$ cat config.mk
export PLATFORM = sky130hd
export DESIGN_NAME = pph_top
export DESIGN_NICKNAME = d
export VERILOG_FILES = /design/src/include/pph_pkg.sv /design/src/hw/pph_sync.sv /design/src/hw/pph_irq_reg.sv /design/src/hw/pph_top.sv
export VERILOG_INCLUDE_DIRS = /design/src /design/src/include
export SDC_FILE = /design/constraint.sdc
export NUM_CORES = 1
export LEC_CHECK = 0
export ABC_CLOCK_PERIOD_IN_PS = 2780
export BUFFER_PORTS_ARGS = -buffer_cell sky130_fd_sc_hd__buf_2
export CAP_MARGIN = 10
export CORE_MARGIN = 2
export CORE_UTILIZATION = 55
export CTS_BUF_LIST = sky130_fd_sc_hd__clkbuf_4 sky130_fd_sc_hd__clkbuf_8
export CTS_CLUSTER_DIAMETER = 60
export DETAILED_ROUTE_END_ITERATION = 16
export PLACE_DENSITY = 0.92
export SLEW_MARGIN = 20
export SYNTH_ARGS = -nofsm -noshare
export SYNTH_HDL_FRONTEND = slang
export SYNTH_SLANG_ARGS = --single-unit
export TNS_END_PERCENT = 20
$ cat constraint.sdc
create_clock -name ref_clk -period 2.78 [get_ports ref_clk]
set_clock_uncertainty 0.05 [all_clocks]
set_input_delay 0.556 -clock ref_clk [delete_from_list [all_inputs] [get_ports ref_clk]]
set_output_delay 0.556 -clock ref_clk [all_outputs]
set_load 0.02 [all_outputs]
$ cat src/include/pph_defines.svh
// Offsets, control word fields, pin positions and reset values
// Included by pph_top and the testbench; definitions only
`ifndef PPH_DEFINES_SVH
`define PPH_DEFINES_SVH

`define PPH_OFF_PORT_A   8'h00
`define PPH_OFF_PORT_B   8'h04
`define PPH_OFF_PORT_C   8'h08
`define PPH_OFF_CTRL     8'h0c
`define PPH_OFF_INT_CTRL 8'h10
`define PPH_OFF_EV_STAT  8'h14
`define PPH_OFF_EV_MASK  8'h18

`define PPH_CW_MODESET   7
`define PPH_CW_VAL       0
`define PPH_CTRL_RST     8'h9b

`define PPH_PC_OBF_A     7
`define PPH_PC_ACK_A     6
`define PPH_PC_IBF_A     5
`define PPH_PC_STB_A     4
`define PPH_PC_INTR_A    3
`define PPH_PC_HS_B      2
`define PPH_PC_BUF_B     1
`define PPH_PC_INTR_B    0

`define PPH_INT_PC0      0
`define PPH_INT_PC3      1
`define PPH_EV_W         4

`endif

$ cat src/include/pph_pkg.sv
// Types shared by the parallel port handshake block
// Offsets and field positions live in pph_defines.svh
package pph_pkg;

	typedef enum logic [1:0] {
		PPH_MODE0 = 2'b00,
		PPH_MODE1 = 2'b01,
		PPH_MODE2 = 2'b11
	} pph_mode_e;

	// Layout of a mode-set control word, bit 7 down to bit 0
	typedef struct packed {
		logic       modeset;
		logic [1:0] a_mode;
		logic       a_in;
		logic       cu_in;
		logic       b_mode;
		logic       b_in;
		logic       cl_in;
	} pph_ctrl_s;

	typedef struct packed {
		logic        sel;
		logic        en;
		logic        wr;
		logic [7:0]  addr;
		logic [31:0] wdata;
	} pph_apb_s;

	// Field value 1x selects the bidirectional mode
	function automatic pph_mode_e pph_mode_of(input logic [1:0] f);
		if (f[1])
			return PPH_MODE2;
		else if (f[0])
			return PPH_MODE1;
		else
			return PPH_MODE0;
	endfunction : pph_mode_of

endpackage : pph_pkg

$ cat src/hw/pph_sync.sv
// Two-flop synchroniser for a vector of pin inputs
// Assumes each bit is an independent level; no bus coherence
`timescale 1ns/1ps

module pph_sync #(
	parameter int W = 8
) (
	input  wire logic         clk,
	input  wire logic         reset_n,
	input  wire logic [W-1:0] d,
	output logic      [W-1:0] q
);

	logic [W-1:0] meta_q;

	always_ff @(posedge clk or negedge reset_n) begin
		if (!reset_n) begin
			meta_q <= '0;
			q      <= '0;
		end else begin
			meta_q <= d;
			q      <= meta_q;
		end
	end

endmodule : pph_sync

$ cat src/hw/pph_irq_reg.sv
// Sticky event status with write-one-to-clear and a mask register
// Assumes strobes are one-cycle pulses from the bus slave
`timescale 1ns/1ps

module pph_irq_reg #(
	parameter int W = 4
) (
	input  wire logic         clk,
	input  wire logic         reset_n,
	input  wire logic [W-1:0] ev,
	input  wire logic         clr_we,
	input  wire logic         mask_we,
	input  wire logic [W-1:0] wdata,
	output logic      [W-1:0] status,
	output logic      [W-1:0] mask,
	output logic              irq
);

	// Set wins over a clear in the same cycle
	always_ff @(posedge clk or negedge reset_n) begin
		if (!reset_n)
			status <= '0;
		else
			status <= (status & ~(clr_we ? wdata : '0)) | ev;
	end

	always_ff @(posedge clk or negedge reset_n) begin
		if (!reset_n)
			mask <= '0;
		else if (mask_we)
			mask <= wdata;
	end

	assign irq = |(status & mask);

endmodule : pph_irq_reg

$ cat src/hw/pph_top.sv
// Parallel port handshake block: ports A, B and control/status port C
// Assumes an APB master on ref_clk; pins arrive asynchronously
//
// Function
// Software writes A0 hex to select strobed output on port A.
// Software writes 84 hex to select strobed output on port B.
// Software polls port C bit 7 before writing port A again.
// Software polls port C bit 1 before writing port B again.
// Bidirectional mode carries input and output bytes on port A alone.
// Port B stays usable in mode 0 or 1 beside bidirectional A.
// Bidirectional A with B in mode 0 frees port C bits 2-0.
// Software writes C0 hex to select bidirectional port A.
// Port C read returns the bidirectional status word layout.
// Bidirectional pins: 7 out-full, 6 ack, 5 in-full, 4 strobe, 3 irq.
// Software waits for port C bit 5 before reading port A.
// Control word with bit 7 low is a port C bit set/reset.
// Set/reset uses bits 3-1 as bit select, bit 0 as value.
// Interrupts from port C bit 0 and bit 3 enable separately.
// Mode 0 input interrupt follows the external level high and low.
// Software makes bit 0 or 3 an input for external interrupts.
// Irq bit: input enable and in-full, or output enable and empty.
// Output and input enables sit at port C bits 6 and 4.
`timescale 1ns/1ps

`include "pph_defines.svh"

module pph_top
	import pph_pkg::*;
(
	input  wire logic        ref_clk,
	input  wire logic        reset_n,
	input  wire logic        psel,
	input  wire logic        penable,
	input  wire logic        pwrite,
	input  wire logic [7:0]  paddr,
	input  wire logic [31:0] pwdata,
	output logic      [31:0] prdata,
	output logic             pready,
	output logic             pslverr,
	input  wire logic [7:0]  pa_in,
	output logic      [7:0]  pa_out,
	output logic      [7:0]  pa_oe_n,
	input  wire logic [7:0]  pb_in,
	output logic      [7:0]  pb_out,
	output logic      [7:0]  pb_oe_n,
	input  wire logic [7:0]  pc_in,
	output logic      [7:0]  pc_out,
	output logic      [7:0]  pc_oe_n,
	output logic             irq
);

	pph_apb_s           apb;
	pph_ctrl_s          ctrl_q;
	pph_mode_e          a_mode;
	logic [7:0]         pa_s, pb_s, pc_s, pc_p_q, pc_fall;
	logic [7:0]         pa_lat_q, pb_lat_q, pc_lat_q;
	logic [7:0]         pa_inl_q, pb_inl_q;
	logic               out_buf_full_a_n, out_buf_full_b_n;
	logic               in_buf_full_a, in_buf_full_b;
	logic [1:0]         int_en_q;
	logic [`PPH_EV_W-1:0] ev, ev_stat, ev_mask;
	logic               ev_irq;
	logic [7:0]         hs_own, hs_drv, hs_val, dir_out;
	logic [7:0]         pc_status, pa_rd, pb_rd;
	logic [31:0]        rd_val;
	logic               irq_request_a, irq_request_b;

	assign apb = {psel, penable, pwrite, paddr, pwdata};

	////////////////////////////////////////////////////////////////////
	// Pin synchronisers
	pph_sync #(.W(8)) u_sync_a (
		.clk     (ref_clk),
		.reset_n (reset_n),
		.d       (pa_in),
		.q       (pa_s)
	);

	pph_sync #(.W(8)) u_sync_b (
		.clk     (ref_clk),
		.reset_n (reset_n),
		.d       (pb_in),
		.q       (pb_s)
	);

	pph_sync #(.W(8)) u_sync_c (
		.clk     (ref_clk),
		.reset_n (reset_n),
		.d       (pc_in),
		.q       (pc_s)
	);

	always_ff @(posedge ref_clk or negedge reset_n) begin
		if (!reset_n)
			pc_p_q <= 8'h00; // Same as synchroniser reset: no false edge
		else
			pc_p_q <= pc_s;
	end

	assign pc_fall = ~pc_s & pc_p_q;

	////////////////////////////////////////////////////////////////////
	// APB decode; no wait state, read data registered in the setup cycle
	wire setup  = apb.sel && !apb.en;
	wire acc    = apb.sel && apb.en && pready;
	wire wr_acc = acc && apb.wr;
	wire rd_acc = acc && !apb.wr;
	wire hit_a  = apb.addr == `PPH_OFF_PORT_A;
	wire hit_b  = apb.addr == `PPH_OFF_PORT_B;
	wire hit_c  = apb.addr == `PPH_OFF_PORT_C;
	wire hit_cw = apb.addr == `PPH_OFF_CTRL;
	wire hit_ie = apb.addr == `PPH_OFF_INT_CTRL;
	wire hit_st = apb.addr == `PPH_OFF_EV_STAT;
	wire hit_mk = apb.addr == `PPH_OFF_EV_MASK;
	wire mapped = hit_a | hit_b | hit_c | hit_cw | hit_ie | hit_st | hit_mk;

	wire [7:0] wdata_lo = apb.wdata[7:0];
	wire       pa_wr    = wr_acc && hit_a;
	wire       pb_wr    = wr_acc && hit_b;
	wire       pa_rdacc = rd_acc && hit_a;
	wire       pb_rdacc = rd_acc && hit_b;
	wire       cw_wr    = wr_acc && hit_cw;
	wire       mode_wr  = cw_wr && wdata_lo[`PPH_CW_MODESET];
	wire       bsr_wr   = cw_wr && !wdata_lo[`PPH_CW_MODESET];
	wire [2:0] bsr_sel  = wdata_lo[3:1];
	wire       bsr_val  = wdata_lo[`PPH_CW_VAL];

	always_ff @(posedge ref_clk or negedge reset_n) begin
		if (!reset_n) begin
			pready  <= 1'b0;
			pslverr <= 1'b0;
			prdata  <= 32'h0;
		end else begin
			pready  <= setup;
			pslverr <= setup && !mapped;
			prdata  <= (setup && !apb.wr) ? rd_val : 32'h0;
		end
	end

	////////////////////////////////////////////////////////////////////
	// Control word and port latches
	always_ff @(posedge ref_clk or negedge reset_n) begin
		if (!reset_n)
			ctrl_q <= `PPH_CTRL_RST;
		else if (mode_wr)
			ctrl_q <= wdata_lo;
	end

	assign a_mode = pph_mode_of(ctrl_q.a_mode);
	wire a_m2   = a_mode == PPH_MODE2;
	wire a_m1   = a_mode == PPH_MODE1;
	wire a_outh = a_m2 || (a_m1 && !ctrl_q.a_in);
	wire a_inh  = a_m2 || (a_m1 && ctrl_q.a_in);
	wire b_m1o  = ctrl_q.b_mode && !ctrl_q.b_in;
	wire b_m1i  = ctrl_q.b_mode && ctrl_q.b_in;

	// Strobe latches data, acknowledge empties the output buffer
	wire stb_a = a_inh && pc_fall[`PPH_PC_STB_A];
	wire ack_a = a_outh && pc_fall[`PPH_PC_ACK_A];
	wire stb_b = b_m1i && pc_fall[`PPH_PC_HS_B];
	wire ack_b = b_m1o && pc_fall[`PPH_PC_HS_B];

	// Set/reset also writes the enable bits at 6, 4 and 2
	always_ff @(posedge ref_clk or negedge reset_n) begin
		if (!reset_n)
			pc_lat_q <= 8'h00;
		else if (mode_wr)
			pc_lat_q <= 8'h00;
		else if (bsr_wr)
			pc_lat_q[bsr_sel] <= bsr_val;
		else if (wr_acc && hit_c)
			pc_lat_q <= wdata_lo;
	end

	wire inte_out = pc_lat_q[`PPH_PC_ACK_A];
	wire inte_in  = pc_lat_q[`PPH_PC_STB_A];
	wire inte_b   = pc_lat_q[`PPH_PC_HS_B];

	always_ff @(posedge ref_clk or negedge reset_n) begin
		if (!reset_n) begin
			pa_lat_q <= 8'h00;
			pb_lat_q <= 8'h00;
		end else begin
			if (pa_wr)
				pa_lat_q <= wdata_lo;
			if (pb_wr)
				pb_lat_q <= wdata_lo;
		end
	end

	always_ff @(posedge ref_clk or negedge reset_n) begin
		if (!reset_n) begin
			pa_inl_q <= 8'h00;
			pb_inl_q <= 8'h00;
		end else begin
			if (stb_a)
				pa_inl_q <= pa_s;
			if (stb_b)
				pb_inl_q <= pb_s;
		end
	end

	// A host write wins over a coinciding acknowledge
	always_ff @(posedge ref_clk or negedge reset_n) begin
		if (!reset_n) begin
			out_buf_full_a_n <= 1'b1;
			out_buf_full_b_n <= 1'b1;
		end else if (mode_wr) begin
			out_buf_full_a_n <= 1'b1;
			out_buf_full_b_n <= 1'b1;
		end else begin
			if (pa_wr && a_outh)
				out_buf_full_a_n <= 1'b0;
			else if (ack_a)
				out_buf_full_a_n <= 1'b1;
			if (pb_wr && b_m1o)
				out_buf_full_b_n <= 1'b0;
			else if (ack_b)
				out_buf_full_b_n <= 1'b1;
		end
	end

	// A strobe wins over a coinciding read
	always_ff @(posedge ref_clk or negedge reset_n) begin
		if (!reset_n) begin
			in_buf_full_a <= 1'b0;
			in_buf_full_b <= 1'b0;
		end else if (mode_wr) begin
			in_buf_full_a <= 1'b0;
			in_buf_full_b <= 1'b0;
		end else begin
			if (stb_a)
				in_buf_full_a <= 1'b1;
			else if (pa_rdacc && a_inh)
				in_buf_full_a <= 1'b0;
			if (stb_b)
				in_buf_full_b <= 1'b1;
			else if (pb_rdacc && b_m1i)
				in_buf_full_b <= 1'b0;
		end
	end

	assign irq_request_a = (inte_in && in_buf_full_a && a_inh)
		|| (inte_out && out_buf_full_a_n && a_outh);
	assign irq_request_b = ctrl_q.b_mode && inte_b
		&& (b_m1i ? in_buf_full_b : out_buf_full_b_n);

	////////////////////////////////////////////////////////////////////
	// Port C ownership: handshake bits override the general lines
	always_comb begin
		hs_own = 8'h00;
		hs_drv = 8'h00;
		hs_val = 8'h00;
		if (a_mode != PPH_MODE0) begin
			hs_own[`PPH_PC_INTR_A] = 1'b1;
			hs_drv[`PPH_PC_INTR_A] = 1'b1;
			hs_val[`PPH_PC_INTR_A] = irq_request_a;
		end
		if (a_outh) begin
			hs_own[`PPH_PC_OBF_A] = 1'b1;
			hs_drv[`PPH_PC_OBF_A] = 1'b1;
			hs_val[`PPH_PC_OBF_A] = out_buf_full_a_n;
			hs_own[`PPH_PC_ACK_A] = 1'b1;
			hs_val[`PPH_PC_ACK_A] = inte_out;
		end
		if (a_inh) begin
			hs_own[`PPH_PC_IBF_A] = 1'b1;
			hs_drv[`PPH_PC_IBF_A] = 1'b1;
			hs_val[`PPH_PC_IBF_A] = in_buf_full_a;
			hs_own[`PPH_PC_STB_A] = 1'b1;
			hs_val[`PPH_PC_STB_A] = inte_in;
		end
		if (ctrl_q.b_mode) begin
			hs_own[2:0]            = 3'b111;
			hs_drv[1:0]            = 2'b11;
			hs_val[`PPH_PC_INTR_B] = irq_request_b;
			hs_val[`PPH_PC_BUF_B]  = b_m1i ? in_buf_full_b
				: out_buf_full_b_n;
			hs_val[`PPH_PC_HS_B]   = inte_b;
		end
	end

	assign dir_out   = {{4{!ctrl_q.cu_in}}, {4{!ctrl_q.cl_in}}};
	assign pc_status = (hs_own & hs_val)
		| (~hs_own & ((dir_out & pc_lat_q) | (~dir_out & pc_s)));
	assign pa_rd = a_inh ? pa_inl_q : (ctrl_q.a_in ? pa_s : pa_lat_q);
	assign pb_rd = b_m1i ? pb_inl_q : (ctrl_q.b_in ? pb_s : pb_lat_q);

	always_comb begin
		rd_val = 32'h0;
		if (hit_a)
			rd_val = {24'h0, pa_rd};
		else if (hit_b)
			rd_val = {24'h0, pb_rd};
		else if (hit_c)
			rd_val = {24'h0, pc_status};
		else if (hit_ie)
			rd_val = {30'h0, int_en_q};
		else if (hit_st)
			rd_val = {28'h0, ev_stat};
		else if (hit_mk)
			rd_val = {28'h0, ev_mask};
	end

	////////////////////////////////////////////////////////////////////
	// Pin drivers, all registered
	// Bidirectional A drives only while the peripheral acknowledges
	wire a_drive = a_m2 ? !pc_s[`PPH_PC_ACK_A] : !ctrl_q.a_in;

	always_ff @(posedge ref_clk or negedge reset_n) begin
		if (!reset_n) begin
			pa_out  <= 8'h00;
			pa_oe_n <= 8'hff;
			pb_out  <= 8'h00;
			pb_oe_n <= 8'hff;
			pc_out  <= 8'h00;
			pc_oe_n <= 8'hff;
		end else begin
			pa_out  <= pa_lat_q;
			pa_oe_n <= {8{!a_drive}};
			pb_out  <= pb_lat_q;
			pb_oe_n <= {8{ctrl_q.b_in}};
			pc_out  <= (hs_drv & hs_val) | (~hs_own & pc_lat_q);
			pc_oe_n <= ~(hs_drv | (~hs_own & dir_out));
		end
	end

	////////////////////////////////////////////////////////////////////
	// Interrupts: port C levels plus sticky handshake events
	always_ff @(posedge ref_clk or negedge reset_n) begin
		if (!reset_n)
			int_en_q <= 2'b00;
		else if (wr_acc && hit_ie)
			int_en_q <= wdata_lo[1:0];
	end

	assign ev = {ack_b, stb_b, ack_a, stb_a};

	pph_irq_reg #(.W(`PPH_EV_W)) u_irq (
		.clk     (ref_clk),
		.reset_n (reset_n),
		.ev      (ev),
		.clr_we  (wr_acc && hit_st),
		.mask_we (wr_acc && hit_mk),
		.wdata   (apb.wdata[`PPH_EV_W-1:0]),
		.status  (ev_stat),
		.mask    (ev_mask),
		.irq     (ev_irq)
	);

	// Level path: no latching, request drops with the pin
	wire lvl0 = int_en_q[`PPH_INT_PC0] && pc_status[0];
	wire lvl3 = int_en_q[`PPH_INT_PC3] && pc_status[3];

	always_ff @(posedge ref_clk or negedge reset_n) begin
		if (!reset_n)
			irq <= 1'b0;
		else
			irq <= lvl0 || lvl3 || ev_irq;
	end

	////////////////////////////////////////////////////////////////////
	// Checks
	wire [2:0] pc_lat_lo = pc_lat_q[2:0];
endmodule : pph_top

== Word level (Yosys, flattened, before mapping) ==
Cells that the tools add are included.

* Register bits after elaboration: 185
* Bits in latches: 0
* Bits in writable memories: 0
* Bits in read-only memories: 0
* Logic and storage cells: 178
* Memories kept: 0

* Add/sub/neg operators: 0
* Multipliers: 0
* Div/mod/pow operators: 0
* Magnitude comparators: 2
* Equality and inequality tests: 8
* Shifts and indexed selects: 0
* Muxes and demuxes: 45
* Bitwise gates (word level): 26
* Reduce and logical (&&, ||, !) cells: 62

{| class="wikitable"
|+ Operator list
! operator !! number
|-
| two-way mux 32 bit || 5
|-
| bitwise AND 8 bit || 7
|-
| two-way mux 8 bit || 7
|-
| logical AND 1 bit || 39
|-
| OR 8 bit || 4
|-
| equality test 8 x 5 -> 1 bit (second input constant) || 3
|-
| NOT 8 bit || 3
|-
| two-way mux 1 bit || 20
|-
| equality test 8 x 4 -> 1 bit (second input constant) || 2
|-
| nonzero test 3 bit || 5
|-
| two-way mux 2 bit || 6
|-
| two-way mux 4 bit || 3
|-
| zero test 1 bit || 10
|-
| bitwise AND 4 bit || 2
|-
| bitwise mux 8 bit || 1
|-
| equality test 8 x 3 -> 1 bit (second input constant) || 1
|-
| zero test 8 bit || 1
|-
| bitwise AND 7 bit || 1
|-
| NOT 7 bit || 1
|-
| two-way mux 3 bit || 2
|-
| OR 1 bit || 6
|-
| logical OR 1 bit || 5
|-
| less-than comparator 3 x 4 -> 1 bit (second input constant) || 1
|-
| NOT 4 bit || 1
|-
| 7 further kinds || 7
|}

== Logic depth before layout (Yosys ltp) ==
Gate-level depths: netlist of run 1.

* Word-level depth: 14
* Mapped depth: 7
* Gate-level depth less buffers: 6

== By module ==
Synthesis of run 1 repeated with hierarchy kept, for this count alone.

* Cell total of the unflattened synthesis: 544
* Area total of the unflattened synthesis: 6,481.2 um^2

{| class="wikitable"
|+ Modules (own cells, without submodules)
! module !! times used !! cells an instance !! area an instance (um^2)
|-
| pph_top || 1 || 473 || 4,971.0
|-
| pph_sync || 3 || 16 || 400.4
|-
| pph_irq_reg || 1 || 23 || 309.0
|}

== Worst setup path after synthesis of run 1 ==
OpenSTA, ideal clock, no wires.

* Kind: in2reg
* Start: input paddr[1]
* End: register u_irq.mask[0]
* Setup time: 0.125 ns
* Data arrival time: 2.129 ns
* Slack: 0.476 ns
* Stages: 4
* Buffers on the path: 0
* Cells stage by stage: or2_2 -> nor4_1 -> and4_1 -> mux2_2

* Cells in the longest elaborated chain, start to end: 2

{| class="wikitable"
|+ Ends and longest elaborated chain
! item !! RTL line !! RTL
|-
| start: declaration || pph_top.sv:35 || <nowiki>input wire logic [7:0] paddr,</nowiki>
|-
| equality test 8 x 5 -> 1 bit (no line) || - ||
|-
| logical AND 1 bit || pph_top.sv:344 || <nowiki>.mask_we (wr_acc && hit_mk),</nowiki>
|-
| end signal: assignment || pph_irq_reg.sv:31 || <nowiki>mask <= wdata;</nowiki>
|-
| end: declaration || pph_irq_reg.sv:15 || <nowiki>output logic [W-1:0] mask,</nowiki>
|}

Every way passes these cells.
A chain may end at the register's enable or synchronous reset.

== Final worst setup path of run 1 ==
* Start: register ctrl_q[6] (netlist bit)
* End: register prdata[4]

* Cells in the longest elaborated chain, start to end: 12
* Elaborated cells on any way between the ends: 16
* Classes of those cells: eq/ne (2); mux (8); bitwise (4); reduce/logical (2)

{| class="wikitable"
|+ Ends and longest elaborated chain
! item !! RTL line !! RTL
|-
| start: declaration || pph_top.sv:53 || <nowiki>pph_ctrl_s ctrl_q;</nowiki>
|-
| start signal: assignment || pph_top.sv:144 || <nowiki>ctrl_q <= `PPH_CTRL_RST;</nowiki>
|-
| start signal: assignment || pph_top.sv:146 || <nowiki>ctrl_q <= wdata_lo;</nowiki>
|-
| two-way mux 2 bit (*) || pph_pkg.sv:32 || <nowiki>if (f[1])</nowiki>
|-
| equality test 2 x 1 -> 1 bit || pph_top.sv:151 || <nowiki>wire a_m1 = a_mode == PPH_MODE1;</nowiki>
|-
| logical AND 1 bit || pph_top.sv:153 || <nowiki>wire a_inh = a_m2 || (a_m1 && ctrl_q.a_in);</nowiki>
|-
| logical OR 1 bit (*) || pph_top.sv:153 ||
|-
| two-way mux 2 bit || pph_top.sv:266 || <nowiki>if (a_inh) begin</nowiki>
|-
| NOT 8 bit || pph_top.sv:285 || <nowiki>| (~hs_own & ((dir_out & pc_lat_q) | (~dir_out & pc_s)));</nowiki>
|-
| bitwise AND 8 bit || pph_top.sv:285 ||
|-
| OR 8 bit || pph_top.sv:285 ||
|-
| two-way mux 32 bit || pph_top.sv:295 || <nowiki>else if (hit_c)</nowiki>
|-
| two-way mux 32 bit || pph_top.sv:293 || <nowiki>else if (hit_b)</nowiki>
|-
| two-way mux 32 bit (*) || pph_top.sv:291 || <nowiki>if (hit_a)</nowiki>
|-
| two-way mux 32 bit (*) || pph_top.sv:136 || <nowiki>prdata <= (setup && !apb.wr) ? rd_val : 32'h0;</nowiki>
|-
| end signal: assignment || pph_top.sv:136 ||
|-
| end: declaration || pph_top.sv:37 || <nowiki>output logic [31:0] prdata,</nowiki>
|}

Every way passes the cells marked *; elsewhere a longest branch is shown, timed or not.

==> flow_metrics.py, run 1 <==
metrics = {
    "run_status": {
        "run_status": "finished clean",
    },
    "clocking": {
        "cts-buffers-inserted": 17,
        "cts_sinks": 156,
        "clk_pin_slew_ps": 80,
        "cts_root_buffer": "clkbuf_8",
        "clockBufferDepth": 2,
        "cts_tree": "done",
        "clock_latency_ps": 460,
        "post_cts_resized": 0,
        "ctsHoldBuffers": 0,
        "htree_levels": 4,
        "post_cts_buffers": 0,
    },
    "final_layout": {
        "diodes": 0,
        "drive_gt1_share_pct": 35.1,
        "syn2layout_area_growth_pct": 15.0,
        "final_nets": 688,
        "final_area_um2": 7360,
    },
    "grt": {
        "antenna_found_initial": 0,
        "grt_overflow": 0,
        "gr-usage-all-layers_pct": 23.8,
        "grt_max_degree": 69,
        "first_global_vias": 4377,
        "grt_pass1_wl_um": 22700,
    },
    "synthesis": {
        "synth_warnings": 0,
        "netlist_instances": 523,
        "synth.most_common_cell": "dfrtp_1",
        "netlist_area_um2": 6400,
        "synth_top_area_share_pct": 55.1,
        "ys_top_cells_by_area": "dfrtp_1 55%, mux2_2 7.7%, dfstp_2 6.2%",
        "yosys.area.top_type": "dfrtp_1",
        "async_flop_share_pct": 100,
        "ys_seq_area_share_pct": 61.3,
        "synth_commonest_cells": "141 x dfrtp_1, 44 x mux2_2, 40 x buf_4, 36 x nand2_1, 35 x o21ai_0",
        "synth_edf_count": 0,
        "yosys_register_bits": 156,
        "ys.flop_type": "dfrtp_1",
        "synth.distinct_cells": 54,
        "avgSynthCellArea_um2": 12.2,
    },
    "floorplan": {
        "ioPinCount": 152,
        "die_area_um2": 12500,
        "start_util_pct": 56.3,
        "die_w_um": 112,
        "row_count": 39,
        "coreArea_um2": 11400,
        "dieHeight_um": 112,
    },
    "sta": {
        "worst_slack_ps": 570,
        "fin_crit_sh_pct": 79.5,
        "hold_viol": 0,
        "worst_pin_slew_ps": 840,
        "slew_viol_final": 0,
        "finalSetupViolations": 0,
        "grt_setup_unrepaired": "no",
        "max_freq_mhz": 453,
        "fin_hold_ws_ps": 35.5,
        "relSlewSlack_pct": 44.0,
        "finalCriticalPeriod_ps": 2210,
        "tns_ps": 0,
    },
    "worst_setup_path": {
        "slowest_delay_ps": 590,
        "path_common_cell": "a21oi_1",
        "required_ps": 3070,
        "ff2ff_setup_slack_ps": 570,
        "cp_slowest_cell": "a21oi_1",
        "critPathArrivalTime_ps": 2500,
        "crit_chain": "a21oi_1 -> and2_1 -> mux2i_1 -> a21oi_1 -> o221a_2",
        "end_kind": "register",
        "crit_fanout": 14,
        "path_class": "reg2reg",
        "worst_setup_path_start_kind": "register",
    },
    "placed_design": {
        "port_buffers": 103,
        "place_worst_setup_slack_ps": 286,
        "place.gp.congestion": 0.884,
        "postPlaceCellArea_um2": 6910,
        "hpwl_um": 9870,
    },
    "min_path": {
        "min-delay-path-class": "in2async",
    },
    "route": {
        "viasPerCell": 5.61,
        "drc_errors": 0,
        "antenna_left": 0,
        "routed_wl_um": 14100,
        "first_pass_iters": 5,
        "dr_total_vias": 4349,
        "drt-wirelength-per-cell_um": 18.2,
        "drt_iter0_drc": 341,
    },
    "power_and_ir_drop": {
        "peakVddDrop_uv": 640,
        "p_leak_nw": 3.64,
        "powerDensity_nw_per_um2": 609,
    },
    "run": {
        "maxCapViolations": 0,
    },
}
-- kinds of logic (layout without fill, tap and decap cells) --
group / after synthesis / after routing / share of synthesized area, %
compound gates: 101 / 101 / 9.91
buf+inv: 76 / 162 / 7.35
flops: 156 / 156 / 61.3
mux: 64 / 64 / 10.9
other cells: 1 / 24 / 0.0586
simple gates: 125 / 125 / 10.5
-- through the flow --
step / utilization [%] / total power, mW / instances
2_1_floorplan: - / 2.53 / 546
3_3_place_gp: 60.7 / 2.63 / 743
3_5_place_dp: 60.7 / 2.64 / 743
4_1_cts: 64.7 / 4.52 / 775
5_1_grt: 64.7 / 4.66 / 775
6_report: 64.7 / 4.48 / 775
-- final timing paths --
check / start / to / depth (start not counted)
worst max-delay path: ctrl_q[6] / prdata[4] / 5
worst min-delay path: reset_n / pb_out[1] / 1
worst max register to register: ctrl_q[6] / prdata[4] / 5
worst min register to register: u_sync_b.meta_q[6] / u_sync_b.q[6] / 0
max in group asynchronous: reset_n / pb_oe_n[0] / 2
min in group ref_clk: pc_in[3] / u_sync_c.meta_q[3] / 1
-- worst max-delay path, delay by kind of cell (launching register included) --
kind             cells  cell delay (ps)
AO/OA/AOI/OAI        3              980
flip-flops           1              560
multiplexers         1              250
AND/OR/NAND/NOR      1              260
-- power breakdown --
| group | switching, mW | leakage, nW | internal [mW] |
|---|---|---|---|
| logic | 0.171 | 1.45 | 0.0701 |
| registers | 0.0303 | 1.97 | 2.33 |
| clock network | 0.790 | 0.223 | 1.09 |
| total | 0.991 | 3.64 | 3.49 |
-- placed cells by master (no fill, tap or decap), types with 3 or more instances in the layout --
cell        instances
a211oi_1            3
a21boi_0            3
a21o_1              8
a21oi_1            18
a221oi_1            3
a22oi_1             3
a31oi_1             4
and2_1              4
buf_2             102
buf_4              15
bufinv_16           5
clkbuf_4            3
clkbuf_8           17
clkinv_2            3
clkinvlp_4          3
conb_1             24
dfrtp_1           141
dfstp_2            15
inv_1              10
mux2_2             44
mux2i_1            20
nand2_1            36
nand2b_1            8
nand3_1            12
nand4_1             4
nor2_1             21
nor2b_1             7
nor3_1              9
nor3b_1             4
o211ai_1            5
o21ai_0            35
o22ai_1             5
o31ai_1             4
or2_2               3
or3_1               3
-- routing by layer --
metal | part of all wire, % | GRT usage, % | up-vias
met2 | 49 | 37.8 | 209
met4 | 2.5 | 10.0 | 0
met5 | 0 | 0 | -
met1 | 40 | 31.3 | 2148
met3 | 8.0 | 6.26 | 31
li1 | - | - | 1961
-- area by class of cell --
class | instances | area, um^2
Timing Repair Buffer | 120 | 674
Multi-Input combinational cell | 314 | 2090
Tap cell | 143 | 179
Sequential cell | 156 | 3920
Inverter | 10 | 37.5
Clock buffer | 20 | 256
Fill cell | 813 | 4010
Clock inverter | 12 | 196
Power figures use the tool's default switching activity.
==> run 2: changes to the inputs <==
- ABC_CLOCK_PERIOD_IN_PS: 2780 -> 2020
- CORE_UTILIZATION: 55 -> 50
- PLACE_DENSITY: 0.92 -> 0.88
- clock period: 2.78 -> 2.02 ns (I/O delays scaled with it)
==> run 2 against run 1 <==
  * Combinational power increased by 62%
  * Total power increased by 31%
  * Count of clock-buffer cells in the layout decreased by 3
  * Sequential power increased by 37%
  * Register-to-register slack got worse by 480 ps
  * Sequential share of layout area down 2.9 points
  * Cell count grew 10%
  * Critical endpoint is now prdata[1]
  * Highest routed layer unchanged
==> flow_metrics.py, run 2 (synthesis results as in run 1) <==
metrics = {
    "power_and_ir_drop": {
        "p_leak_nw": 3.86,
        "powerDensity_nw_per_um2": 756,
        "power_mw": 5.89,
        "peakVddDrop_uv": 531,
    },
    "sta": {
        "finalCriticalPeriod_ps": 1930,
        "slew_viol_final": 0,
        "grt_setup_unrepaired": "yes",
        "max_freq_mhz": 519,
        "finalSetupViolations": 0,
        "worst_slack_ps": 91.7,
        "fin_hold_ws_ps": 223,
        "hold_viol": 0,
        "fin_crit_sh_pct": 95.5,
        "relSlewSlack_pct": 58.8,
        "worst_pin_slew_ps": 617,
    },
    "floorplan": {
        "row_count": 41,
        "die_area_um2": 13700,
        "start_util_pct": 50.9,
        "ioPinCount": 152,
        "coreArea_um2": 12600,
        "dieHeight_um": 117,
        "die_w_um": 117,
    },
    "worst_setup_path": {
        "crit_fanout": 16,
        "worstSetupStartpoint": "ctrl_q[5]",
        "critPathArrivalTime_ps": 2230,
        "r2r-end": "prdata[1]",
        "end_kind": "register",
        "reg2regPathDepth": 7,
        "rr_startpoint": "ctrl_q[5]",
        "ff2ff_setup_slack_ps": 90,
        "required_ps": 2320,
        "worst_setup_path_start_kind": "register",
        "path_class": "reg2reg",
    },
    "min_path": {
        "hold_end": "ctrl_q[6]",
        "hold_depth": 2,
        "min_from": "pwdata[6]",
        "min-delay-path-class": "in2reg",
    },
    "placed_design": {
        "port_buffers": 103,
        "hpwl_um": 10500,
        "postPlaceCellArea_um2": 7150,
        "place.gp.congestion": 0.925,
        "place_worst_setup_slack_ps": -322,
    },
    "run": {
        "maxCapViolations": 0,
    },
    "final_layout": {
        "final_common_cell": "dfrtp_1",
        "diodes": 0,
        "layout_common_cells": "141 x dfrtp_1, 102 x buf_2, 44 x mux2_2",
        "drive_gt1_share_pct": 36.7,
        "seqCellArea_um2": 3920,
        "final_nets": 740,
        "syn2layout_area_growth_pct": 21.7,
        "nFillCells": 970,
        "final_area_um2": 7790,
        "multi_input_area_um2": 2100,
    },
    "clocking": {
        "cts-buffers-inserted": 17,
        "cts_root_buffer": "clkbuf_8",
        "cts_tree": "done",
        "clockBufferDepth": 2,
        "htree_levels": 4,
        "cts_sinks": 156,
        "clock_latency_ps": 460,
        "clk_pin_slew_ps": 90,
    },
    "route": {
        "dr_total_vias": 4605,
        "viasPerCell": 5.38,
        "drt-wirelength-per-cell_um": 17.2,
        "antenna_left": 0,
        "drc_errors": 0,
        "drt_iter0_drc": 261,
        "first_pass_iters": 5,
        "routed_wl_um": 14700,
    },
    "grt": {
        "grt_max_degree": 65,
        "grt_pass1_wl_um": 22900,
        "first_global_vias": 4515,
        "gr-usage-all-layers_pct": 22.6,
        "antenna_found_initial": 0,
        "grt_overflow": 0,
    },
    "run_status": {
        "run_status": "finished clean",
    },
}
==> run 2: layout make-up <==
cell class,count,area share [%]
Inverter,10,0.482
Tap cell,172,2.76
Timing Repair Buffer,172,14.5
Clock inverter,15,1.91
Multi-Input combinational cell,314,27.0
Sequential cell,156,50.4
Clock buffer,17,3.00
==> run 2: what timing repair did <==
action | 4_1_cts | 5_1_grt
gates resized for setup | 0 | 1
hold endpoints to repair | 135 | 0
hold buffers | 25 | 0
setup buffers | 0 | 0
setup endpoints to repair | 0 | 2
==> run 2: metal layers <==
metal	part of all wire [%]	wire [um]	vias to the layer above	GRT usage [%]
met5	0	0	-	0
met4	2.9	428	0	10.0
met3	6.3	932	40	5.72
met2	49	7260	222	36.3
met1	41	6060	2274	29.4
li1	-	-	2069	-
==> run 2: per-stage QoR <==
step	utilization [%]	instances	setup TNS (ps)
after floorplan	-	546	-1270
after global placement	56.9	799	-8660
after detailed placement	56.9	799	-9680
after CTS	61.9	856	0
after global routing	62.0	856	-44.9
final	62.0	856	0
==> run 2: critical path, stage by stage (launching register included) <==
cell,delay [ps]
dfrtp_1,450
a21oi_1,280
buf_4,280
nor2_1,60
nor4_1,190
nor3_1,80
buf_4,150
nor3_1,270
==> run 2: worst max-delay path by stage <==
stage | end | cells past startpoint
floorplan | pc_lat_q[3] | 5
global placement | ctrl_q[6] | 6
detailed placement | ctrl_q[2] | 6
CTS | prdata[6] | 5
global route | prdata[1] | 7
finish | prdata[1] | 7
==> run 2: power by group <==
group / switching, mW / leakage, nW / internal (mW) / total [mW]
Sequential: 0.0407 / 1.97 / 3.20 / 3.24
Clock: 1.24 / 0.191 / 1.01 / 2.26
Combinational: 0.246 / 1.69 / 0.144 / 0.391
==> run 3: changes to the inputs <==
- PLACE_DENSITY: 0.88 -> not set
- PLACE_DENSITY_LB_ADDON: not set -> 0.08
==> run 3 against run 2 <==
  * First-iteration DRC count is 11% higher
  * Core utilization increased by 0.74 points
  * Global-route usage increased by 0.14 points
  * Total power up 2.5%
  * Clock power up 6%
  * Non-clock buffer count is 3 higher
  * Count of clock-buffer cells in the layout rose by 1
  * Sequential cell count stayed put
  * Critical endpoint is now prdata[0]
  * Largest cell class unchanged
  * Highest routed layer unchanged
==> flow_metrics.py, run 3 (synthesis results as in run 1) <==
metrics = {
    "run_status": {
        "run_status": "finished clean",
    },
    "worst_setup_path": {
        "critPathArrivalTime_ps": 2170,
        "crit_fanout": 3,
        "end_kind": "register",
        "worst_setup_path_start_kind": "register",
        "required_ps": 2280,
        "path_class": "reg2reg",
    },
    "floorplan": {
        "dieHeight_um": 117,
        "die_w_um": 117,
        "ioPinCount": 152,
        "start_util_pct": 50.9,
        "die_area_um2": 13700,
        "coreArea_um2": 12600,
        "row_count": 41,
    },
    "placed_design": {
        "port_buffers": 103,
        "hpwl_um": 10500,
        "place_worst_setup_slack_ps": -378,
        "place.gp.congestion": 0.876,
    },
    "clocking": {
        "clockBufferDepth": 2,
        "htree_levels": 4,
        "cts_tree": "done",
        "clk_pin_slew_ps": 90,
        "post_cts_buffers": 0,
        "clock_latency_ps": 450,
        "cts-buffers-inserted": 17,
        "cts_root_buffer": "clkbuf_8",
        "cts_sinks": 156,
    },
    "sta": {
        "worst_slack_ps": 110,
        "grt_setup_unrepaired": "no",
        "fin_hold_ws_ps": 223,
        "slew_viol_final": 0,
        "finalCriticalPeriod_ps": 1910,
        "tns_ps": 0,
        "hold_viol": 0,
        "fin_crit_sh_pct": 94.6,
        "finalSetupViolations": 0,
        "max_freq_mhz": 524,
    },
    "min_path": {
        "min-delay-path-class": "in2reg",
    },
    "route": {
        "dr_wl_met2_um": 7100,
        "viasPerCell": 5.19,
        "antenna_left": 0,
        "drt-wirelength-per-cell_um": 17.1,
        "dr_total_vias": 4452,
        "routed_wl_um": 14700,
        "drt_iter0_drc": 290,
        "top_layer_used": "met4",
        "met1Wirelength_um": 6590,
        "first_pass_iters": 4,
        "drc_errors": 0,
        "met3_length_um": 741,
    },
    "grt": {
        "gr-usage-all-layers_pct": 22.8,
        "grt_overflow": 0,
        "grt_pass1_wl_um": 22700,
        "first_global_vias": 4299,
        "antenna_found_initial": 0,
        "grt_max_degree": 68,
    },
    "final_layout": {
        "diodes": 0,
        "nFillCells": 1016,
        "syn2layout_area_growth_pct": 23.2,
        "final_nets": 743,
        "final_common_cell": "dfrtp_1",
        "drive_gt1_share_pct": 36.9,
        "layout_common_cells": "141 x dfrtp_1, 102 x buf_2, 44 x mux2_2",
    },
    "power_and_ir_drop": {
        "peakVddDrop_uv": 632,
        "power_mw": 6.03,
        "powerDensity_nw_per_um2": 765,
        "p_leak_nw": 3.89,
    },
    "run": {
        "maxCapViolations": 0,
    },
}
## run 3: report_power, final
part,total [mW],switching [mW],internal [mW]
Combinational,0.398,0.250,0.148
Clock,2.40,1.14,1.25
Sequential,3.24,0.0383,3.20
Total,6.03,1.43,4.60
## run 3: final cells by class
cell class | instances | area (um^2) | area share (%)
clock buffer | 18 | 248 | 3.14
clock inverter | 13 | 166 | 2.11
inverter | 10 | 37.5 | 0.476
multi-input combinational | 314 | 2110 | 26.7
sequential | 156 | 3920 | 49.8
tap | 172 | 215 | 2.73
timing repair buffer | 175 | 1190 | 15.1
## run 3: worst max-delay path, stage by stage (launching register included)
cell,delay (ps)
dfstp_2,550
mux2i_1,280
nand3b_1,160
o21ai_0,190
o2111ai_1,370
a221oi_1,160
## run 3: per-layer routing
| metal | GRT usage (%) | vias up |
|---|---|---|
| li1 | - | 2071 |
| met1 | 30.9 | 2223 |
| met2 | 35.6 | 141 |
| met3 | 5.92 | 17 |
| met4 | 8.47 | 0 |
| met5 | 0 | - |
## run 3: path summary, 6_finish.rpt
check                                         from                to  slack [ps]  cells after the start
worst max-delay path                     ctrl_q[1]         prdata[0]         110                      5
worst min-delay path                          psel            pready         220                      3
worst max register to register           ctrl_q[1]         prdata[0]         110                      5
worst min register to register  u_sync_c.meta_q[6]     u_sync_c.q[6]         300                      0
max in group asynchronous                  reset_n  out_buf_full_a_n         860                      3
min in group asynchronous                  reset_n         pc_p_q[6]         370                      2
## run 3: what timing repair did
| item | 4_1_cts | 5_1_grt |
|---|---|---|
| setup endpoints to repair | 0 | 1 |
| resized for setup | 0 | 1 |
| hold buffers | 24 | 1 |
| endpoints found under the hold margin | 52 | 1 |
## run 3: per-stage QoR
| step | instances | cell area, um^2 | util, % |
|---|---|---|---|
| 2_1_floorplan | 546 | 6490 | - |
| 3_3_place_gp | 802 | 7210 | 57.4 |
| 3_5_place_dp | 802 | 7210 | 57.4 |
| 4_1_cts | 857 | 7870 | 62.6 |
| 5_1_grt | 858 | 7880 | 62.7 |
| 6_report | 858 | 7880 | 62.7 |
